**src/rtl/pcmb_consts.svh**
```systemverilog
// Purpose: constants of the serial pcm port (offsets, timing, slot layout)
// Assumes: included by bare name from rtl files
// Notes:   frame length in cycles is an overridable module parameter; the late count follows from it
`ifndef PCMB_CONSTS_SVH
`define PCMB_CONSTS_SVH

// word layout
`define PCMB_WORD_BITS   8
`define PCMB_POS_BITS    10
`define PCMB_B1_START    10'h000
`define PCMB_B2_START    8

// timing
`define PCMB_CLK_NS      4
`define PCMB_FRAME_NS    125000
`define PCMB_LATE_DIV    8

`endif

```
**src/rtl/pcmb_pkg.sv**
```systemverilog
// Purpose: shared types of the serial pcm port
// Assumes: nothing
// Notes:   constants live in pcmb_consts.svh
`default_nettype none

package pcmb_pkg;

	// frame sequencer
	typedef enum logic {
		PCMB_ST_IDLE,
		PCMB_ST_RUN
	} pcmb_state_t;

	// bit position within a frame
	typedef logic [9:0] pcmb_pos_t;

endpackage

`default_nettype wire

```
**src/rtl/pcmb_port.sv**
```systemverilog
// Purpose: serial pcm b-channel port, interchip-link and gci frame modes
// Assumes: bit clock, frame sync and receive data come from the far party
//          and are oversampled by i_clock (at least 8x the bit clock)
// Notes:   one transmit and one receive word per frame, same slot
//
// Operation
// - link mode: transmit and receive words share one b channel
// - gci mode: transmit and receive words share one b channel
// - link mode: frame sync sampled on a bit clock falling edge
// - link mode: receive bits captured on bit clock falling edges
// - link mode: output leaves high impedance on rising edge at slot start
// - link mode: each further bit presented on a rising edge
// - link mode: output released after the falling edge ending the word
// - gci mode: frame pulse confirmed on a bit clock falling edge
// - gci mode: first bit driven on first clock rise after sync rise
// - gci mode: sync rising while clock high drives data at once
// - gci mode: further bits updated on clock rising edges
// - gci mode: output released on second falling edge of last bit
// - gci mode: receive bits captured on a clock rising edge
`default_nettype none
`include "pcmb_consts.svh"

module pcmb_port #(
	parameter int unsigned B2_START     = `PCMB_B2_START,
	parameter int unsigned FRAME_CYCLES = `PCMB_FRAME_NS / `PCMB_CLK_NS
) (
	// system
	input  wire logic       i_clock,
	input  wire logic       i_rst,
	// configuration, same clock domain
	input  wire logic       i_gci_mode,
	input  wire logic       i_b2_select,
	// user data
	input  wire logic [7:0] i_tx_word,
	output var  logic       o_tx_taken,
	output var  logic [7:0] o_rx_word,
	output var  logic       o_rx_valid,
	output var  logic       o_sync_late,
	// link pins (carry dcl, fsc, din, dout in gci mode)
	input  wire logic       i_link_bit_clock,
	input  wire logic       i_link_frame_sync,
	input  wire logic       i_link_receive_data,
	output var  logic       o_link_transmit_data,
	output var  logic       o_link_transmit_oe
);

	////////////////////////////////////////////////////////////////////////
	// helpers

	localparam int unsigned LATE_CYCLES =
		FRAME_CYCLES + FRAME_CYCLES / `PCMB_LATE_DIV;
	localparam int unsigned WD_BITS = $clog2(LATE_CYCLES + 1);

	function automatic logic in_slot(input pcmb_pkg::pcmb_pos_t pos,
			input pcmb_pkg::pcmb_pos_t start);
		in_slot = (pos >= start) &&
			(pos < start + 10'(`PCMB_WORD_BITS));
	endfunction

	function automatic logic is_last(input pcmb_pkg::pcmb_pos_t pos,
			input pcmb_pkg::pcmb_pos_t start);
		is_last = pos == start + 10'(`PCMB_WORD_BITS - 1);
	endfunction

	////////////////////////////////////////////////////////////////////////
	// pin synchronisers and edge detection

	logic [2:0] pins_s;
	logic       ck_q;
	logic       fs_q;

	pcmb_sync #(
		.WIDTH (3)
	) u_sync (
		.i_clock (i_clock),
		.i_rst   (i_rst),
		.i_async ({i_link_bit_clock, i_link_frame_sync,
			i_link_receive_data}),
		.o_sync  (pins_s)
	);

	wire ck_s = pins_s[2];
	wire fs_s = pins_s[1];
	wire rx_s = pins_s[0];

	always_ff @(posedge i_clock or posedge i_rst) begin
		if (i_rst) begin
			ck_q <= 1'b0;
			fs_q <= 1'b0;
		end else begin
			ck_q <= ck_s;
			fs_q <= fs_s;
		end
	end

	wire clk_rise = ck_s & ~ck_q;
	wire clk_fall = ~ck_s & ck_q;
	wire fs_rise  = fs_s & ~fs_q;

	////////////////////////////////////////////////////////////////////////
	// sequencer state

	pcmb_pkg::pcmb_state_t state;
	pcmb_pkg::pcmb_state_t next_state;
	pcmb_pkg::pcmb_pos_t   bit_pos;
	logic                  half;
	logic                  fresh;
	logic                  check;
	wire                   run = state == pcmb_pkg::PCMB_ST_RUN;

	wire pcmb_pkg::pcmb_pos_t slot_start = i_b2_select ?
		10'(B2_START) : `PCMB_B1_START;

	wire pcmb_pkg::pcmb_pos_t pos_inc = (bit_pos == 10'h3ff) ?
		bit_pos : bit_pos + 10'h001;

	// one sync per frame restarts the count
	wire link_start = ~i_gci_mode & clk_fall & fs_s;
	wire link_rise  = ~i_gci_mode & run & clk_rise;
	wire link_fall  = ~i_gci_mode & run & clk_fall & ~link_start;

	// each frame pulse restarts the count
	wire gci_start = i_gci_mode & fs_rise;
	// sync rising with clock high counts as the first rise
	wire gci_rise  = i_gci_mode &
		((run & clk_rise & ~gci_start) | (gci_start & ck_s));
	wire gci_fall  = i_gci_mode & run & clk_fall & ~gci_start;

	wire                      g_fresh = gci_start | fresh;
	wire                      g_half  = ~g_fresh & ~half;
	wire pcmb_pkg::pcmb_pos_t g_pos   = gci_start ? 10'h000 :
		((fresh | ~half) ? bit_pos : pos_inc);

	// pulse must still be high at the first falling edge
	wire fs_abort = gci_fall & check & ~fs_s;

	wire any_start = link_start | gci_start;

	always_comb begin
		next_state = state;
		case (state)
			pcmb_pkg::PCMB_ST_IDLE: begin
				if (any_start) begin
					next_state = pcmb_pkg::PCMB_ST_RUN;
				end
			end
			pcmb_pkg::PCMB_ST_RUN: begin
				if (fs_abort) begin
					next_state = pcmb_pkg::PCMB_ST_IDLE;
				end
			end
			default: begin
				next_state = pcmb_pkg::PCMB_ST_IDLE;
			end
		endcase
	end

	always_ff @(posedge i_clock or posedge i_rst) begin
		if (i_rst) begin
			state <= pcmb_pkg::PCMB_ST_IDLE;
		end else begin
			state <= next_state;
		end
	end

	wire pcmb_pkg::pcmb_pos_t next_pos = any_start ? 10'h000 :
		link_fall ? pos_inc :
		gci_rise  ? g_pos : bit_pos;

	always_ff @(posedge i_clock or posedge i_rst) begin
		if (i_rst) begin
			bit_pos <= 10'h000;
			half    <= 1'b0;
			fresh   <= 1'b0;
			check   <= 1'b0;
		end else begin
			bit_pos <= next_pos;
			half    <= gci_rise ? g_half : (any_start ? 1'b0 : half);
			fresh   <= gci_start ? ~ck_s : (gci_rise | link_start) ?
				1'b0 : fresh;
			check   <= gci_start ? 1'b1 : (gci_fall ? 1'b0 : check);
		end
	end

	////////////////////////////////////////////////////////////////////////
	// transmit path

	// link bits on rising edges inside the slot
	wire link_drive = link_rise & in_slot(bit_pos, slot_start);
	// gci bits on the first rise of each bit period
	wire gci_drive  = gci_rise & ~g_half & in_slot(g_pos, slot_start);
	wire drive      = link_drive | gci_drive;

	// release after the falling edge ending the word
	wire link_end = link_fall & is_last(bit_pos, slot_start);
	// release on the second falling edge of the last bit
	wire gci_end  = gci_fall & half & is_last(bit_pos, slot_start);
	wire word_end = run & (link_end | gci_end);
	wire release_oe = word_end | fs_abort;

	logic [7:0] tx_sh;
	// word is latched at frame start so the user may change it mid-frame
	wire [7:0] tx_src = any_start ? i_tx_word : tx_sh;

	always_ff @(posedge i_clock or posedge i_rst) begin
		if (i_rst) begin
			tx_sh <= 8'h00;
		end else if (drive) begin
			tx_sh <= {tx_src[6:0], 1'b0};
		end else if (any_start) begin
			tx_sh <= i_tx_word;
		end
	end

	always_ff @(posedge i_clock or posedge i_rst) begin
		if (i_rst) begin
			o_link_transmit_data <= 1'b0;
			o_link_transmit_oe   <= 1'b0;
			o_tx_taken           <= 1'b0;
		end else begin
			o_tx_taken <= any_start;
			if (drive) begin
				o_link_transmit_data <= tx_src[7];
			end
			if (drive) begin
				o_link_transmit_oe <= 1'b1;
			end else if (release_oe | (any_start & ~drive)) begin
				o_link_transmit_oe <= 1'b0;
			end
		end
	end

	////////////////////////////////////////////////////////////////////////
	// receive path

	wire link_cap = link_fall & in_slot(bit_pos, slot_start);
	// gci capture on the second rise, mid bit
	wire gci_cap  = gci_rise & g_half & in_slot(g_pos, slot_start);

	logic [7:0] rx_sh;
	logic       done_q;

	always_ff @(posedge i_clock or posedge i_rst) begin
		if (i_rst) begin
			rx_sh  <= 8'h00;
			done_q <= 1'b0;
		end else begin
			done_q <= word_end;
			if (link_cap | gci_cap) begin
				rx_sh <= {rx_sh[6:0], rx_s};
			end
		end
	end

	// one cycle after word end so the link's last bit is in rx_sh
	always_ff @(posedge i_clock or posedge i_rst) begin
		if (i_rst) begin
			o_rx_word  <= 8'h00;
			o_rx_valid <= 1'b0;
		end else begin
			o_rx_valid <= done_q;
			if (done_q) begin
				o_rx_word <= rx_sh;
			end
		end
	end

	////////////////////////////////////////////////////////////////////////
	// frame watchdog

	logic [WD_BITS-1:0] wd_cnt;
	wire                wd_over = wd_cnt >= WD_BITS'(LATE_CYCLES);

	// flags a far party that misses the frame rate
	always_ff @(posedge i_clock or posedge i_rst) begin
		if (i_rst) begin
			wd_cnt      <= '0;
			o_sync_late <= 1'b0;
		end else begin
			if (any_start) begin
				wd_cnt <= '0;
			end else if (!wd_over) begin
				wd_cnt <= wd_cnt + WD_BITS'(1);
			end
			o_sync_late <= wd_over & ~any_start;
		end
	end

endmodule // pcmb_port

`default_nettype wire

```
**src/rtl/pcmb_sync.sv**
```systemverilog
// Purpose: two-flop synchroniser for a group of pin inputs
// Assumes: inputs are asynchronous to i_clock
// Notes:   only the second stage leaves this module
`default_nettype none

module pcmb_sync #(
	parameter int unsigned WIDTH = 3
) (
	// system
	input  wire logic             i_clock,
	input  wire logic             i_rst,
	// pins in, synchronised out
	input  wire logic [WIDTH-1:0] i_async,
	output var  logic [WIDTH-1:0] o_sync
);

	logic [WIDTH-1:0] meta;

	always_ff @(posedge i_clock or posedge i_rst) begin
		if (i_rst) begin
			meta   <= '0;
			o_sync <= '0;
		end else begin
			meta   <= i_async;
			o_sync <= meta;
		end
	end

endmodule // pcmb_sync

`default_nettype wire
```
**config.mk**
```make
export PLATFORM = sky130hd
export DESIGN_NAME = pcmb_port
export DESIGN_NICKNAME = d
export VERILOG_FILES = /design/src/rtl/pcmb_pkg.sv /design/src/rtl/pcmb_port.sv /design/src/rtl/pcmb_sync.sv
export VERILOG_INCLUDE_DIRS = /design/src /design/src/rtl
export SDC_FILE = /design/constraint.sdc
export NUM_CORES = 1
export LEC_CHECK = 0
export ABC_AREA = 0
export ABC_CLOCK_PERIOD_IN_PS = 6900
export BUFFER_PORTS_ARGS = -buffer_cell sky130_fd_sc_hd__buf_2
export CORE_ASPECT_RATIO = 0.6
export CORE_MARGIN = 2
export CORE_UTILIZATION = 44
export CTS_BUF_LIST = sky130_fd_sc_hd__clkbuf_4
export CTS_CLUSTER_DIAMETER = 150
export DETAILED_ROUTE_END_ITERATION = 7
export PLACE_DENSITY_LB_ADDON = 0.05
export RECOVER_POWER = 50
export SETUP_SLACK_MARGIN = 0.05
export SKIP_LAST_GASP = 1
export SYNTH_ARGS = -nofsm -noshare
export SYNTH_HDL_FRONTEND = slang
export SYNTH_SLANG_ARGS = --single-unit
```
**constraint.sdc**
```tcl
create_clock -name i_clock -period 6.9 [get_ports i_clock]
set_clock_uncertainty 0.05 [all_clocks]
set_input_delay 1.38 -clock i_clock [delete_from_list [all_inputs] [get_ports i_clock]]
set_output_delay 1.38 -clock i_clock [all_outputs]
set_load 0.005 [all_outputs]
```
==> results of run 1 <==
[Yosys cell counts, types with 3 or more instances]
master    instances
dfrtp_1          68
nand2_1          29
nor2_1           25
a21oi_1          20
o21ai_0          16
mux2_2           15
inv_1            14
nand3_1          12
clkbuf_1         10
ha_1             10
o31ai_1           9
nor3_1            8
or3_1             8
a31oi_1           7
nand4_1           7
or4_1             7
mux4_1            6
and3_1            5
xnor2_1           5
buf_2             4
buf_4             4
nor2b_1           4
o21a_1            4
o22ai_1           4
nand2b_1          3
nor4_1            3
xor2_1            3
[sequential cells by signal, indices dropped and copies added (netlist names), 3 cells and up]
| register | cells |
|---|---|
| u_sync.meta | 3 |
| o_rx_word | 8 |
| u_sync.o_sync | 3 |
| bit_pos | 10 |
| tx_sh | 8 |
| rx_sh | 8 |
| wd_cnt | 16 |
[worst max-delay path, stage by stage]
cell      delay, ns
buf_2          0.10
clkinv_1       0.03
clkbuf_1       2.51
[layout make-up]
type | instances | share of cell area [%]
Clock buffer | 10 | 1.90
Clock inverter | 4 | 1.08
Inverter | 15 | 1.42
Multi-Input combinational cell | 245 | 45.5
Sequential cell | 68 | 43.1
Tap cell | 108 | 3.42
Timing Repair Buffer | 29 | 3.67
[how the worst max path moves through the flow]
stage,depth (start not counted),from,endpoint,slack (ns)
final,3,i_rst,tx_sh[2]$_DFF_PP0_,2.50
after global routing,3,i_rst,tx_sh[2]$_DFF_PP0_,1.68
after CTS,11,bit_pos[1]$_DFFE_PP0P_,tx_sh[6]$_DFF_PP0_,2.85
after detailed placement,8,i_gci_mode,tx_sh[1]$_DFF_PP0_,2.68
after global placement,6,i_gci_mode,tx_sh[6]$_DFF_PP0_,2.66
after floorplan,12,bit_pos[1]$_DFFE_PP0P_,tx_sh[6]$_DFF_PP0_,3.28
[cell families after synthesis]
| group | count (synthesis) |
|---|---|
| adder cells (fa/ha/maj) | 10 |
| flip-flops | 68 |
| buffers and inverters | 33 |
| multiplexers | 26 |
| XOR/XNOR | 8 |
| AO/OA/AOI/OAI | 83 |
| AND/OR/NAND/NOR | 118 |
[metal layers]
metal  part of all wire, %  global-route usage (%)  wire (um)
met2                    38                    25.6       3050
met3                   7.9                    5.52        638
met4                   1.1                    6.13         89
met5                     0                       0          0
met1                    54                    31.8       4350
[power groups by stage]
stage	registers, mW	clock network (mW)	logic [mW]
after detailed placement	0.507	0	0.167
after CTS	0.501	0.249	0.166
after floorplan	0.489	0	0.132
after global routing	0.511	0.270	0.185
final	0.502	0.238	0.165
after global placement	0.509	0	0.163
==> flow_summary.yaml, run 1 <==
finish:
  layout.nets: 393
  design_area_sq_um: 3950
  regArea_sq_um: 1700
  utilization_pct: 49.7
  diodes: 0
  drive_gt1_share_pct: 16.4
  multiInputGateArea_sq_um: 1800
  final_common_cell: "dfrtp_1"
  final_cell_mix: "dfrtp_1 (68), nand2_1 (29), buf_2 (26), nor2_1 (25), a21oi_1 (20)"
  area_growth_pct: 8.52
  stdcell_count: 479
  fillers: 748
drt:
  drc: 0
  viasPerCell: 5.87
  wl_per_cell_um: 17.0
  dr.pass1.iters: 5
  drt_wl_total_mm: 8.13
  dr.first_iter.drc_count: 220
  num_vias: 2813
  drtAntennaViolNets: 0
clock_tree:
  post_cts_buffers: 0
  numCtsBuffers: 9
  cts_tree: "built"
  ctsHoldBuffers: 0
  cts_sinks: 68
  ctsLongestPathBuffers: 2
  cts-resized-gates: 0
  cts.clk_slew.worst_paths_ns: 0.10
  cts_root_buf: "clkbuf_4"
  clock_latency_ns: 0.41
  htree_levels: 3
worst_setup_path:
  cp-end-kind: "asynchronous set/reset pin"
  r2r_slack_ns: 2.82
  cp_max_fo: 68
  reg2reg_to: "tx_sh[6]$_DFF_PP0_"
  worstPathArrival_ns: 4.05
  rr_worst_depth: 11
  rr_startpoint: "bit_pos[1]$_DFFE_PP0P_"
  required_ns: 6.55
  path_class: "primary input to asynchronous set/reset pin"
  start_kind: "primary input"
job:
  maxCapViolCount: 1
yosys:
  synth_top_family_by_area: "simple AND/OR/NAND/NOR gates"
  synth_compound_area_share_pct: 16.2
  ys_seq_area_share_pct: 46.7
  synth_nets: 371
  synth_mux_area_share_pct: 10.8
  syn_inst: 346
  synth_edf_count: 0
  synth_cell_types: 55
  yosysTopAreaCell: "dfrtp_1"
  ys_top_cells_by_area: "dfrtp_1 (47%), mux2_2 (4.6%), mux4_1 (4.3%), ha_1 (3.4%), nand2_1 (3.0%)"
  synth_flop_cell: "dfrtp_1"
  ys_ff_latch: 68
  ys.warnings.count: 0
  avgSynthCellArea_sq_um: 10.5
  synthXorXnorAreaFrac_pct: 1.92
  syn_area_sq_um: 3640
  async_flop_share_pct: 100
  synth-adder-area-share_pct: 3.44
  synthSimpleGateAreaFrac_pct: 17.0
  synth_top_area_share_pct: 46.7
power_and_ir_drop:
  leakage_nw: 1.75
  comb_power_share_pct: 18.2
  p_seq_share_pct: 55.5
  pwr_density_cell_nw_per_um2: 229
  clkPwrFrac_pct: 26.3
  peakVddDrop_mv: 0.134
  switching_share_pct: 29.9
  switchingPower_mw: 0.271
  p_int_mw: 0.634
  total_power_mw: 0.905
grt:
  grt_first_pass_wirelength_mm: 13.5
  grt_max_degree: 69
  grt_use_total_pct: 19.9
  grt-ovfl-total: 0
  antenna_found_initial: 0
  grt_pass1_vias: 2581
timing:
  setup_viol: 0
  maxSlewHeadroom_pct: -139
  max_freq_mhz: 227
  final_max_slew_viol_count: 69
  tns_ns: 0
  hold_violations: 0
  tightest_slew_ns: 3.58
  holdWs_ns: 0.309
  min_period_ns: 4.40
  rsz0062_at_grt: "false"
  fin_crit_sh_pct: 63.8
  setup_slack_ns: 2.50
worst_hold_path:
  min_to: "u_sync.o_sync[1]$_DFF_PP0_"
  min_path_cells: 0
  hp-start: "u_sync.meta[1]$_DFF_PP0_"
  worstHoldPathType: "flip-flop to flip-flop"
placement:
  dpl.hpwl_mm: 5.58
  place_ws_ns: 2.68
  gp_congestion: 0.890
  io_buffers: 27
  dp.cells: 465
  place_area_sq_um: 3840
floorplan:
  core_sq_um: 7950
  dieArea_sq_um: 9050
  start_util_pct: 45.8
  chipWidth_um: 121
  rows: 25
  design.portCount: 28
  fp.dieH_um: 74.5
outcome:
  violations: "capacitance limit, slew limit"
  status: "finished, violations left"
Note: power is estimated with default switching activity, not from simulation.
==> inputs of run 2 (changes only) <==
ABC_CLOCK_PERIOD_IN_PS = 4200   (was 6900)
clock period = 4.2 ns   (was 6.9 ns; I/O delays follow)
==> flow_summary.yaml, run 2 (same netlist as run 1, synthesis figures left out) <==
finish:
  drive_gt1_share_pct: 18.4
  largest_reg_flops: 16
  layout.nets: 401
  top_register: "wd_cnt"
  final_cell_mix: "dfrtp_1 (68), nand2_1 (29), buf_2 (27), nor2_1 (25), a21oi_1 (20)"
  area_growth_pct: 10.3
  final_common_cell: "dfrtp_1"
  top_regs: "wd_cnt (16), bit_pos (10)"
  diodes: 0
drt:
  drc: 0
  num_vias: 2880
  dr.pass1.iters: 5
  wl_per_cell_um: 17.6
  dr.first_iter.drc_count: 261
  viasPerCell: 5.89
  drtAntennaViolNets: 0
  drt_wl_total_mm: 8.59
clock_tree:
  ctsHoldBuffers: 0
  numCtsBuffers: 9
  cts_tree: "built"
  cts_root_buf: "clkbuf_4"
  htree_levels: 3
  clock_latency_ns: 0.43
  ctsLongestPathBuffers: 2
  cts_sinks: 68
  cts.clk_slew.worst_paths_ns: 0.12
worst_setup_path:
  rr_startpoint: "bit_pos[1]$_DFFE_PP0P_"
  required_ns: 4.47
  cp_slowest_cell: "o41a_4"
  start_kind: "flip-flop"
  worstPathArrival_ns: 4.19
  cp_max_fo: 10
  crit_chain: "ha_1, nand3_1, or3_1, nor2b_1, nand2_1, xnor2_1, nand2_1, ha_1, o41a_4, o41ai_4, buf_4, mux2_1"
  cpPeakStageDelay_ns: 0.52
  cp-end-kind: "flip-flop"
  critPathLaunch: "bit_pos[1]$_DFFE_PP0P_"
  path_class: "flip-flop to flip-flop"
floorplan:
  chipWidth_um: 121
  rows: 25
  design.portCount: 28
  core_sq_um: 7950
  fp.dieH_um: 74.5
  dieArea_sq_um: 9050
  start_util_pct: 45.8
timing:
  tightest_slew_ns: 1.20
  hold_violations: 0
  maxSlewHeadroom_pct: 20.2
  fin_crit_sh_pct: 93.3
  final_max_slew_viol_count: 0
  tns_ns: 0
  min_period_ns: 3.92
  max_freq_mhz: 255
  rsz0062_at_grt: "false"
  setup_viol: 0
power_and_ir_drop:
  peakVddDrop_mv: 0.192
  total_power_mw: 1.51
  leakage_nw: 1.80
  pwr_density_cell_nw_per_um2: 376
grt:
  grt_use_total_pct: 21.0
  grt_first_pass_wirelength_mm: 14.1
  antenna_found_initial: 0
  grt_max_degree: 50
  grt_pass1_vias: 2584
  grt-ovfl-total: 0
job:
  maxCapViolCount: 0
placement:
  io_buffers: 27
  gp_congestion: 0.897
  dpl.hpwl_mm: 5.89
outcome:
  status: "finished, final reports clean"
worst_hold_path:
  hp-start: "u_sync.meta[1]$_DFF_PP0_"
  worstHoldPathType: "flip-flop to flip-flop"
run 2: final timing paths:
| kind | to | slack [ns] | cells after the start |
|---|---|---|---|
| setup / recovery | o_link_transmit_data$_DFFE_PP0N_ | 0.28 | 12 |
| hold / removal | u_sync.o_sync[1]$_DFF_PP0_ | 0.31 | 0 |
| setup reg to reg | o_link_transmit_data$_DFFE_PP0N_ | 0.28 | 12 |
| hold reg to reg | u_sync.o_sync[1]$_DFF_PP0_ | 0.31 | 0 |
| max in group asynchronous | o_rx_word[6]$_DFFE_PP0P_ | 1.96 | 3 |
| min in group asynchronous | wd_cnt[10]$_DFFE_PP0N_ | 0.49 | 2 |
run 2: per-stage QoR:
stage	std cells	hold slack, ns	setup WS [ns]	area (sq um)	util, %
2_1_floorplan	346	0.281	0.583	3640	-
3_3_place_gp	472	0.283	0.349	3890	49.0
3_5_place_dp	472	0.294	0.222	3890	49.0
4_1_cts	488	0.319	0.203	4020	50.6
5_1_grt	489	0.331	0.0917	4020	50.6
6_report	489	0.313	0.280	4020	50.6
run 2: power breakdown:
| part | internal, mW | switching, mW |
|---|---|---|
| clock network | 0.172 | 0.238 |
| registers | 0.742 | 0.0840 |
| logic | 0.126 | 0.149 |
run 2: routing by layer:
metal | part of all wire [%] | routed length (um) | track usage [%] | up-vias
met5 | 0 | 0 | 0 | -
met4 | 1.3 | 110 | 6.00 | 0
met3 | 7.7 | 664 | 6.98 | 11
met2 | 37 | 3170 | 26.3 | 109
met1 | 54 | 4650 | 33.4 | 1398
li1 | - | - | - | 1362
run 2: timing repair:
action	CTS	global route
endpoints found under the setup margin	0	8
buffers inserted	0	1
resized for setup	0	0
endpoints found under the hold margin	0	0
run 2: layout make-up:
type | count | area [sq um]
Fill cell | 749 | 3930
Multi-Input combinational cell | 245 | 1800
Sequential cell | 68 | 1700
Timing Repair Buffer | 37 | 204
Tap cell | 108 | 135
Clock buffer | 9 | 67.6
Clock inverter | 7 | 57.6
Inverter | 15 | 56.3
run 2: worst max-delay path, delay by kind of cell, from the launching register on:
family / cells / cell delay, ns
simple gates: 5 / 1.09
compound gates: 2 / 0.88
fa+ha+maj: 2 / 0.64
flops: 1 / 0.45
mux: 1 / 0.33
buf+inv: 1 / 0.24
xor+xnor: 1 / 0.11
